File: src/include/wcr_pkg.sv
// Package for the warning and clip signal routing block
package wcr_pkg;
  // ----------------------------------------
  // Register offsets and reset values
  // ----------------------------------------
  localparam logic [7:0] WARN_MASK_LATCHED_OFS = 8'h1F;
  localparam logic [7:0] WARN_MASK_LIVE_OFS    = 8'h20;
  localparam logic [7:0] CLIP_DETECT_CFG_OFS   = 8'h21;
  localparam logic [7:0] WARN_MASK_LATCHED_RST = 8'h04;
  localparam logic [7:0] WARN_MASK_LIVE_RST    = 8'h00;
  localparam logic [7:0] CLIP_DETECT_CFG_RST   = 8'h00;
  // ----------------------------------------
  // Field positions
  // ----------------------------------------
  localparam int BIT_CLIP      = 6;
  localparam int BIT_CLOCK     = 5;
  localparam int BIT_SHUTDOWN  = 4;
  localparam int BIT_POWER     = 3;
  localparam int BIT_TEMPWARN  = 2;
  localparam int BIT_FOLDBACK  = 1;
  localparam int BIT_ILIMIT    = 0;
  localparam int BIT_DIAG      = 0;
  localparam int BIT_CLIP_EN   = 6;
  localparam int BIT_LVL_HI    = 5;
  localparam int BIT_LVL_LO    = 4;
  localparam int BIT_C34_GRP2  = 3;
  localparam int BIT_C34_GRP1  = 2;
  localparam int BIT_C12_GRP2  = 1;
  localparam int BIT_C12_GRP1  = 0;
  localparam logic [7:0] LIVE_MASK_USED = 8'h3F;
  localparam logic [7:0] CLIP_CFG_USED  = 8'h7F;
  localparam logic [7:0] LATCH_MASK_USED = 8'h7F;
  // ----------------------------------------
  // Clip threshold codes
  // ----------------------------------------
  typedef enum logic [1:0] {
    CLIP_THD_2PCT  = 2'h0,
    CLIP_THD_5PCT  = 2'h1,
    CLIP_THD_10PCT = 2'h2,
    CLIP_THD_1PCT  = 2'h3
  } wcr_clip_lvl_e;
endpackage : wcr_pkg

File: src/core/wcr_routing.sv
// Warning signal and clip group routing with its three configuration registers
`timescale 1ns/10ps
module wcr_routing #(
  parameter int NUM_CH = 4
) (
  input  wire logic                  clk,
  input  wire logic                  rst,
  input  wire logic                  clkEn,
  // Register port
  input  wire logic                  regWrEn,
  input  wire logic [7:0]            regAddr,
  input  wire logic [7:0]            regWrData,
  output logic      [7:0]            regRdData,
  // Latched flags
  input  wire logic [NUM_CH-1:0]     clipStored,
  input  wire logic                  invalidClockStored,
  input  wire logic [NUM_CH-1:0]     overtempShutdownFlagStoredCh,
  input  wire logic                  overtempShutdownFlagStored,
  input  wire logic                  batteryUndervoltageFlagStored,
  input  wire logic                  batteryOvervoltageFlagStored,
  input  wire logic                  outputSupplyUndervoltageFlagStored,
  input  wire logic                  outputSupplyOvervoltageFlagStored,
  input  wire logic                  logicSupplyPorFlagStored,
  input  wire logic                  gateDriveSupplyFaultFlagStored,
  input  wire logic [NUM_CH-1:0]     overtempWarningFlagStoredCh,
  input  wire logic                  overtempWarningFlagStored,
  input  wire logic                  gainFoldbackWarningFlagStored,
  input  wire logic [NUM_CH-1:0]     ilimitWarnStored,
  // Live flags
  input  wire logic                  invalidClock,
  input  wire logic [NUM_CH-1:0]     overtempShutdownFlagCh,
  input  wire logic                  overtempShutdownFlag,
  input  wire logic                  batteryUndervoltageFlag,
  input  wire logic                  batteryOvervoltageFlag,
  input  wire logic                  outputSupplyUndervoltageFlag,
  input  wire logic                  outputSupplyOvervoltageFlag,
  input  wire logic                  gateDriveSupplyFaultFlag,
  input  wire logic [NUM_CH-1:0]     overtempWarningFlagCh,
  input  wire logic                  overtempWarningFlag,
  input  wire logic                  gainFoldbackWarningFlag,
  input  wire logic [NUM_CH-1:0]     loadDiagDoneReport,
  // Raw clip detector outputs per channel
  input  wire logic [NUM_CH-1:0]     clipRaw,
  // Pin selection
  input  wire logic                  pinSelWarning,
  input  wire logic                  pinSelGroupOne,
  input  wire logic                  pinSelGroupTwo,
  // Results
  output logic                       warningActive,
  output logic                       clipGroupOne,
  output logic                       clipGroupTwo,
  output logic [NUM_CH-1:0]          channelClip,
  output wcr_pkg::wcr_clip_lvl_e     clipThresholdSelect,
  output logic                       clipDetectEnable,
  output logic                       pinOut,
  output logic                       pinOe
);
  import wcr_pkg::*;

  // ----------------------------------------
  // Registers
  // ----------------------------------------
  logic [7:0] warnMaskLatched_r;
  logic [7:0] warnMaskLive_r;
  logic [7:0] clipDetectCfg_r;
  logic       warning_r;
  logic       warning_nxt;
  logic       groupOne_r;
  logic       groupOne_nxt;
  logic       groupTwo_r;
  logic       groupTwo_nxt;
  logic [NUM_CH-1:0] chClip_r;
  logic [NUM_CH-1:0] chClip_nxt;

  wire wrLatched = regWrEn && (regAddr == WARN_MASK_LATCHED_OFS);
  wire wrLive    = regWrEn && (regAddr == WARN_MASK_LIVE_OFS);
  wire wrClip    = regWrEn && (regAddr == CLIP_DETECT_CFG_OFS);

  always_ff @(posedge clk or posedge rst) begin
    if (rst) begin
      warnMaskLatched_r <= WARN_MASK_LATCHED_RST;
      warnMaskLive_r    <= WARN_MASK_LIVE_RST;
      clipDetectCfg_r   <= CLIP_DETECT_CFG_RST;
    end else if (clkEn) begin
      if (wrLatched) begin
        warnMaskLatched_r <= regWrData;
      end
      if (wrLive) begin
        warnMaskLive_r <= regWrData;
      end
      if (wrClip) begin
        clipDetectCfg_r <= regWrData;
      end
    end
  end

  // Reserved bits are writable storage but read back as stored
  assign regRdData = (regAddr == WARN_MASK_LATCHED_OFS) ? warnMaskLatched_r :
                     (regAddr == WARN_MASK_LIVE_OFS)    ? warnMaskLive_r :
                     (regAddr == CLIP_DETECT_CFG_OFS)   ? clipDetectCfg_r : 8'h00;

  // ----------------------------------------
  // Warning terms
  // ----------------------------------------
  wire [7:0] mL = warnMaskLatched_r;
  wire [7:0] mV = warnMaskLive_r;

  wire termClipSt   = mL[BIT_CLIP] && (|clipStored);
  wire termClockSt  = mL[BIT_CLOCK] && invalidClockStored;
  wire termOtsdSt   = mL[BIT_SHUTDOWN] && ((|overtempShutdownFlagStoredCh) || overtempShutdownFlagStored);
  wire termPowerSt  = mL[BIT_POWER] && (batteryUndervoltageFlagStored || batteryOvervoltageFlagStored ||
                      outputSupplyUndervoltageFlagStored || outputSupplyOvervoltageFlagStored ||
                      logicSupplyPorFlagStored || gateDriveSupplyFaultFlagStored);
  wire termOtwSt    = mL[BIT_TEMPWARN] && ((|overtempWarningFlagStoredCh) || overtempWarningFlagStored);
  wire termFoldSt   = mL[BIT_FOLDBACK] && gainFoldbackWarningFlagStored;
  wire termIlimSt   = mL[BIT_ILIMIT] && (|ilimitWarnStored);

  wire termClockLv  = mV[BIT_CLOCK] && invalidClock;
  wire termOtsdLv   = mV[BIT_SHUTDOWN] && ((|overtempShutdownFlagCh) || overtempShutdownFlag);
  // Logic-supply reset has no live term: that flag only exists latched
  wire termPowerLv  = mV[BIT_POWER] && (batteryUndervoltageFlag || batteryOvervoltageFlag ||
                      outputSupplyUndervoltageFlag || outputSupplyOvervoltageFlag ||
                      gateDriveSupplyFaultFlag);
  wire termOtwLv    = mV[BIT_TEMPWARN] && ((|overtempWarningFlagCh) || overtempWarningFlag);
  wire termFoldLv   = mV[BIT_FOLDBACK] && gainFoldbackWarningFlag;
  wire termDiag     = mV[BIT_DIAG] && !(&loadDiagDoneReport);

  assign warning_nxt = termClipSt | termClockSt | termOtsdSt | termPowerSt | termOtwSt | termFoldSt |
                       termIlimSt | termClockLv | termOtsdLv | termPowerLv | termOtwLv | termFoldLv |
                       termDiag;

  // ----------------------------------------
  // Clip groups
  // ----------------------------------------
  wire clipEn = clipDetectCfg_r[BIT_CLIP_EN];
  assign chClip_nxt = clipEn ? clipRaw : '0;
  wire clip12 = |chClip_nxt[1:0];
  wire clip34 = |chClip_nxt[NUM_CH-1:2];
  assign groupOne_nxt = (clipDetectCfg_r[BIT_C12_GRP1] && clip12) ||
                        (clipDetectCfg_r[BIT_C34_GRP1] && clip34);
  assign groupTwo_nxt = (clipDetectCfg_r[BIT_C12_GRP2] && clip12) ||
                        (clipDetectCfg_r[BIT_C34_GRP2] && clip34);

  always_ff @(posedge clk or posedge rst) begin
    if (rst) begin
      warning_r  <= 1'b0;
      groupOne_r <= 1'b0;
      groupTwo_r <= 1'b0;
      chClip_r   <= '0;
    end else if (clkEn) begin
      warning_r  <= warning_nxt;
      groupOne_r <= groupOne_nxt;
      groupTwo_r <= groupTwo_nxt;
      chClip_r   <= chClip_nxt;
    end
  end

  assign warningActive       = warning_r;
  assign clipGroupOne        = groupOne_r;
  assign clipGroupTwo        = groupTwo_r;
  assign channelClip         = chClip_r;
  assign clipDetectEnable    = clipEn;
  // The analog detector consumes the code; the mapping is fixed by the enum
  assign clipThresholdSelect = wcr_clip_lvl_e'(clipDetectCfg_r[BIT_LVL_HI:BIT_LVL_LO]);

  // ----------------------------------------
  // Output pin
  // ----------------------------------------
  // Warning takes the pin if several selects are raised at once
  wire drvOd   = pinSelWarning && warning_r;
  wire selPush = !pinSelWarning && (pinSelGroupOne || pinSelGroupTwo);
  wire pushVal = pinSelGroupOne ? groupOne_r : groupTwo_r;
  assign pinOut = selPush ? pushVal : 1'b0;
  assign pinOe  = drvOd || selPush;

  // ----------------------------------------
  // Checks
  // ----------------------------------------
  a_warn_clip_st: assert property (@(posedge clk) disable iff (rst)
    clkEn && mL[BIT_CLIP] && (|clipStored) |=> warningActive) else $error("clip stored missed");
  a_warn_clock_st: assert property (@(posedge clk) disable iff (rst)
    clkEn && mL[BIT_CLOCK] && invalidClockStored |=> warningActive) else $error("clock stored missed");
  a_warn_overtemp_shutdown_flag_lv: assert property (@(posedge clk) disable iff (rst)
    clkEn && mV[BIT_SHUTDOWN] && overtempShutdownFlag |=> warningActive) else $error("overtemp_shutdown_flag live missed");
  a_warn_por_live: assert property (@(posedge clk) disable iff (rst)
    clkEn && (mL == 8'h00) && (mV == 8'h08) && logicSupplyPorFlagStored && !batteryUndervoltageFlag &&
    !batteryOvervoltageFlag && !outputSupplyUndervoltageFlag && !outputSupplyOvervoltageFlag &&
    !gateDriveSupplyFaultFlag |=> !warningActive) else $error("por leaked live");
  a_warn_diag: assert property (@(posedge clk) disable iff (rst)
    clkEn && mV[BIT_DIAG] && !(&loadDiagDoneReport) |=> warningActive) else $error("diag missed");
  a_warn_idle: assert property (@(posedge clk) disable iff (rst)
    clkEn && !warning_nxt |=> !warningActive) else $error("spurious warning");
  a_clip_disabled: assert property (@(posedge clk) disable iff (rst)
    clkEn && !clipEn |=> !clipGroupOne && !clipGroupTwo && (channelClip == '0)) else $error("clip when off");
  a_grp_one_12: assert property (@(posedge clk) disable iff (rst)
    clkEn && clipEn && clipDetectCfg_r[BIT_C12_GRP1] && clipRaw[0] |=> clipGroupOne) else $error("grp1 missed");
  a_grp_two_34: assert property (@(posedge clk) disable iff (rst)
    clkEn && clipEn && clipDetectCfg_r[BIT_C34_GRP2] && clipRaw[3] |=> clipGroupTwo) else $error("grp2 missed");
  a_pin_warn_low: assert property (@(posedge clk) disable iff (rst)
    pinSelWarning && warningActive |-> pinOe && !pinOut) else $error("warn pin not low");
  a_pin_push: assert property (@(posedge clk) disable iff (rst)
    !pinSelWarning && pinSelGroupOne |-> pinOe && (pinOut == clipGroupOne)) else $error("push pin wrong");

  // ----------------------------------------
  // Stored warning sources
  // ----------------------------------------
  a_warn_overtemp_shutdown_flag_st: assert property (@(posedge clk) disable iff (rst)
    clkEn && mL[BIT_SHUTDOWN] && (|overtempShutdownFlagStoredCh)
    |=> warningActive)
    else $error("overtemp_shutdown_flag stored missed");

  a_warn_power_st: assert property (@(posedge clk) disable iff (rst)
    clkEn && mL[BIT_POWER] && logicSupplyPorFlagStored
    |=> warningActive)
    else $error("power stored missed");

  a_warn_otw_st: assert property (@(posedge clk) disable iff (rst)
    clkEn && mL[BIT_TEMPWARN] && (|overtempWarningFlagStoredCh)
    |=> warningActive)
    else $error("otw stored missed");

  a_warn_fold_st: assert property (@(posedge clk) disable iff (rst)
    clkEn && mL[BIT_FOLDBACK] && gainFoldbackWarningFlagStored
    |=> warningActive)
    else $error("foldback stored missed");

  a_warn_ilim_st: assert property (@(posedge clk) disable iff (rst)
    clkEn && mL[BIT_ILIMIT] && (|ilimitWarnStored)
    |=> warningActive)
    else $error("ilimit stored missed");

  // ----------------------------------------
  // Live warning sources
  // ----------------------------------------
  a_warn_clock_lv: assert property (@(posedge clk) disable iff (rst)
    clkEn && mV[BIT_CLOCK] && invalidClock
    |=> warningActive)
    else $error("clock live missed");

  a_warn_power_lv: assert property (@(posedge clk) disable iff (rst)
    clkEn && mV[BIT_POWER] && gateDriveSupplyFaultFlag
    |=> warningActive)
    else $error("power live missed");

  a_warn_otw_lv: assert property (@(posedge clk) disable iff (rst)
    clkEn && mV[BIT_TEMPWARN] && overtempWarningFlag
    |=> warningActive)
    else $error("otw live missed");

  a_warn_fold_lv: assert property (@(posedge clk) disable iff (rst)
    clkEn && mV[BIT_FOLDBACK] && gainFoldbackWarningFlag
    |=> warningActive)
    else $error("foldback live missed");

  // ----------------------------------------
  // Register storage
  // ----------------------------------------
  // A low enable must freeze the masks, or a stalled core could change routing
  a_mask_freeze: assert property (@(posedge clk) disable iff (rst)
    !clkEn
    |=> $stable(warnMaskLatched_r) && $stable(warnMaskLive_r) && $stable(clipDetectCfg_r))
    else $error("mask changed while frozen");

  a_latched_mask_wr: assert property (@(posedge clk) disable iff (rst)
    clkEn && wrLatched
    |=> warnMaskLatched_r == $past(regWrData))
    else $error("latched mask write lost");

  a_live_mask_wr: assert property (@(posedge clk) disable iff (rst)
    clkEn && wrLive
    |=> warnMaskLive_r == $past(regWrData))
    else $error("live mask write lost");

  a_clip_en_wr: assert property (@(posedge clk) disable iff (rst)
    clkEn && wrClip
    |=> clipDetectEnable == $past(regWrData[BIT_CLIP_EN]))
    else $error("clip enable write lost");

  a_clip_level_wr: assert property (@(posedge clk) disable iff (rst)
    clkEn && wrClip
    |=> clipThresholdSelect == $past(regWrData[BIT_LVL_HI:BIT_LVL_LO]))
    else $error("clip level write lost");

  // ----------------------------------------
  // Clip routing and pin
  // ----------------------------------------
  a_grp_one_34: assert property (@(posedge clk) disable iff (rst)
    clkEn && clipEn && clipDetectCfg_r[BIT_C34_GRP1] && clipRaw[2]
    |=> clipGroupOne)
    else $error("grp1 from ch3 missed");

  a_grp_two_12: assert property (@(posedge clk) disable iff (rst)
    clkEn && clipEn && clipDetectCfg_r[BIT_C12_GRP2] && clipRaw[1]
    |=> clipGroupTwo)
    else $error("grp2 from ch2 missed");

  a_ch_clip_pass: assert property (@(posedge clk) disable iff (rst)
    clkEn && clipEn
    |=> channelClip == $past(clipRaw))
    else $error("channel clip lost");

  a_pin_warn_off: assert property (@(posedge clk) disable iff (rst)
    pinSelWarning && !warningActive
    |-> !pinOe)
    else $error("warn pin driven idle");

  a_pin_push_two: assert property (@(posedge clk) disable iff (rst)
    !pinSelWarning && !pinSelGroupOne && pinSelGroupTwo
    |-> pinOe && (pinOut == clipGroupTwo))
    else $error("group two pin wrong");

  c_warn_raise: cover property (@(posedge clk) disable iff (rst) $rose(warningActive));
  c_diag_warn: cover property (@(posedge clk) disable iff (rst) termDiag ##1 warningActive);
  c_grp_one: cover property (@(posedge clk) disable iff (rst) $rose(clipGroupOne));
  c_grp_two: cover property (@(posedge clk) disable iff (rst) $rose(clipGroupTwo));
  c_cfg_write: cover property (@(posedge clk) disable iff (rst) clkEn && wrClip ##1 clipEn);
endmodule : wcr_routing

File: config.mk
export PLATFORM = sky130hd
export DESIGN_NAME = wcr_routing
export DESIGN_NICKNAME = d
export VERILOG_FILES = /design/src/include/wcr_pkg.sv /design/src/core/wcr_routing.sv
export SDC_FILE = /design/constraint.sdc
export NUM_CORES = 1
export LEC_CHECK = 0
export BUFFER_PORTS_ARGS = -buffer_cell sky130_fd_sc_hd__buf_2
export CAP_MARGIN = 20
export CORE_MARGIN = 2
export CORE_UTILIZATION = 39
export DETAILED_ROUTE_END_ITERATION = 12
export GPL_TIMING_DRIVEN = 0
export PLACE_DENSITY = 0.73
export SYNTH_ARGS = -nofsm -noshare
export SYNTH_HDL_FRONTEND = slang
export SYNTH_SLANG_ARGS = --single-unit
export TNS_END_PERCENT = 100
File: constraint.sdc
create_clock -name clk -period 1.39 [get_ports clk]
set_clock_uncertainty 0.2 [all_clocks]
set_input_delay 0.278 -clock clk [delete_from_list [all_inputs] [get_ports clk]]
set_output_delay 0.278 -clock clk [all_outputs]
set_load 0.005 [all_outputs]
==> impl_metrics.env <==
export IMPL_timing_critical_path_from_type="input pin"
export IMPL_rsz0062_at_grt="true"
export IMPL_clock_latency_ps=280
export IMPL_final_common_cell="buf_2"
export IMPL_path_max_fanout=5
export IMPL_cts_tree="done"
export IMPL_path_buf_inv=4
export IMPL_ant_nets=0
export IMPL_dp_hpwl_mm=3.13
export IMPL_relSlewSlack_pct=57.8
export IMPL_crit_chain="buf_6, nor4_4, and4b_2, buf_6, a222oi_1, inv_1, buf_2"
export IMPL_hp_class="input pin to asynchronous set/reset pin"
export IMPL_end_kind="output port"
export IMPL_track_usage_pct=18.1
export IMPL_synth_avg_cell_area_sq_um=11.8
export IMPL_numPortBuffers=92
export IMPL_fillerInstances=345
export IMPL_setup_violations=35
export IMPL_area_growth_pct=49.2
export IMPL_drt_first_pass_iters=4
export IMPL_worstSetupStartpoint="regAddr[2]"
export IMPL_power_leakage_nw=1.32
export IMPL_cp_common_cell="buf_6"
export IMPL_overflow=0
export IMPL_nets=321
export IMPL_rows=23
export IMPL_crit_type="input pin to output port"
export IMPL_initial_core_util_pct=41.0
export IMPL_required_ps=910
export IMPL_path_clk_slew_ps=60
export IMPL_detail_route_iter0_violations=75
export IMPL_viasPerCell=5.20
export IMPL_crit_slowest_cell="and4b_2"
export IMPL_ir_drop_mv=0.402
export IMPL_num_vias=1551
export IMPL_crit_arrival_ps=1340
export IMPL_synth_top_area_cell="dfrtp_1"
export IMPL_cts_made_buffers=5
export IMPL_gp_routability_congestion=0.749
export IMPL_r2r_start="mL[5]"
export IMPL_diodes=0
export IMPL_clockBufferDepth=2
export IMPL_holdWs_ps=-135
export IMPL_final_hold_viol_count=13
export IMPL_period_share_pct=131
export IMPL_fmax_mhz=550
export IMPL_yosys_register_bits=31
export IMPL_finalMaxSlewViolations=0
export IMPL_multi_input_area_sq_um=792
export IMPL_place_area_sq_um=2220
export IMPL_setup_slack_ps=-428
export IMPL_layout_common_cells="buf_2 (83), dfrtp_1 (30), mux2_2 (15), inv_1 (13), buf_6 (12)"
export IMPL_yosys_top_cells_area="dfrtp_1 (45%), mux2_2 (10%), mux2_4 (7.3%), a222oi_1 (5.5%), inv_1 (3.0%)"
export IMPL_tns_ps=-8160
export IMPL_grt_pass1_wl_mm=6.87
export IMPL_die_x_um=69.1
export IMPL_syn_inst=140
export IMPL_wl_per_cell_um=14.0
export IMPL_grt_max_degree=19
export IMPL_drive_gt1_share_pct=58.5
export IMPL_tightestPinTransition_ps=632
export IMPL_cts_root_buf="clkbuf_8"
export IMPL_finish_instance_area_sq_um=2460
export IMPL_ios=94
export IMPL_htreeDepth=2
export IMPL_grt_antenna_before_repair=0
export IMPL_cp_top_family="simple AND/OR/NAND/NOR gates"
export IMPL_yosysSeqAreaShare_pct=47.0
export IMPL_yosysTopAreaCellShare_pct=45.5
export IMPL_drv_cap=0
export IMPL_clock_sinks=31
export IMPL_p_per_area_nw_per_um2=815
export IMPL_synthDistinctLibCells=30
export IMPL_die_y_um=69.1
export IMPL_regArea_sq_um=777
export IMPL_syn_area_sq_um=1650
export IMPL_grt_pass1_vias=1489
export IMPL_die_area_sq_um=4770
export IMPL_drc=0
export IMPL_max_stage_delay_ps=300
export IMPL_run_status="finished with violations"
export IMPL_violations="hold timing, setup timing"
export IMPL_syn_nets=214
export IMPL_routed_wl_mm=4.17
export IMPL_utilization_pct=61.1
export IMPL_core_area_sq_um=4030
export IMPL_ys_warn_count=0
export IMPL_fin_crit_ps=1820
## per-layer routing
metal | routed length (um) | GRT usage (%) | vias up
li1 | - | - | 749
met1 | 1820 | 23.9 | 719
met2 | 1900 | 28.8 | 78
met3 | 396 | 5.85 | 5
met4 | 46 | 4.58 | 0
met5 | 0 | 0 | -
## worst register-to-register path: cells and delay by family (launching register included)
kind / cells / cell delay, ps
AOI/OAI and AO/OA: 2 / 650
DFF: 1 / 400
and+or+nand+nor: 2 / 350
## cell usage after synthesis
cell type,instances
mux2_4,8
dfrtp_1,30
a222oi_1,9
inv_1,13
and4_1,1
o31ai_1,1
o21ai_1,1
mux2_2,15
o41ai_1,2
nand3_4,2
nand4b_4,1
mux2_1,1
and3_1,2
or4_1,6
a21oi_1,3
nand2_1,5
and4b_1,1
a22oi_1,2
nor2_1,6
nor4_2,1
nand3_1,6
o21a_1,2
buf_6,1
nand4_1,2
o21ai_0,9
dfstp_2,1
clkbuf_1,3
buf_4,4
o32a_1,1
nor4_4,1
## cells by family (layout without fill, tap and decap cells)
kind of cell           Yosys count  count (layout)  synth area share, %
AOI/OAI and AO/OA               30              30                 13.3
buffers and inverters           21             129                 6.14
DFF                             31              31                 47.0
muxes                           24              24                 18.2
and+or+nand+nor                 34              34                 15.3
## path summary, 6_finish.rpt
| check | cells past startpoint | endpoint | slack, ps |
|---|---|---|---|
| setup / recovery | 7 | regRdData[2] | -430 |
| hold reg to reg | 1 | mV[7] | 310 |
| max in group asynchronous | 3 | mL[2] | 530 |
| setup reg to reg | 4 | warningActive | -320 |
| min in group clk | 2 | mL[7] | 50 |
| hold / removal | 2 | channelClip[0] | -130 |
## repair_timing
action                                 4_1_cts  5_1_grt
gates cloned                                 1        0
resized for setup                           19        7
endpoints found under the hold margin       13       13
pin swaps                                    9        5
buffers inserted                             6        2
setup endpoints to repair                   37       40
## report_power, final
part / leakage, nW / switching (mW) / internal, mW
clock network: 0.0515 / 0.325 / 0.451
registers: 0.423 / 0.0219 / 0.932
logic: 0.849 / 0.111 / 0.167
total: 1.32 / 0.457 / 1.55
## area by class of cell
type / instances / area share, %
multi-input combinational: 88 / 32.1
sequential: 31 / 31.5
timing repair buffer: 102 / 25.7
clock buffer: 8 / 4.06
tap: 50 / 2.54
buffer: 6 / 1.98
inverter: 13 / 1.98
## stage by stage
step           setup WS, ps  power [mW]  std cells
3_5_place_dp           -782        1.21        283
4_1_cts                -427        2.02        297
2_1_floorplan          -393        1.05        140
3_3_place_gp           -762        1.20        282
5_1_grt                -488        2.10        298
6_report               -428        2.01        298
## registers in the layout, indices dropped and copies added, names as in the netlist
register / flops
clipDetectCfg_r: 8
clipGroupOne: 1
channelClip: 4
clipGroupTwo: 1
mL: 8
mV: 8
warningActive: 1
Power figures use the tool's default switching activity.
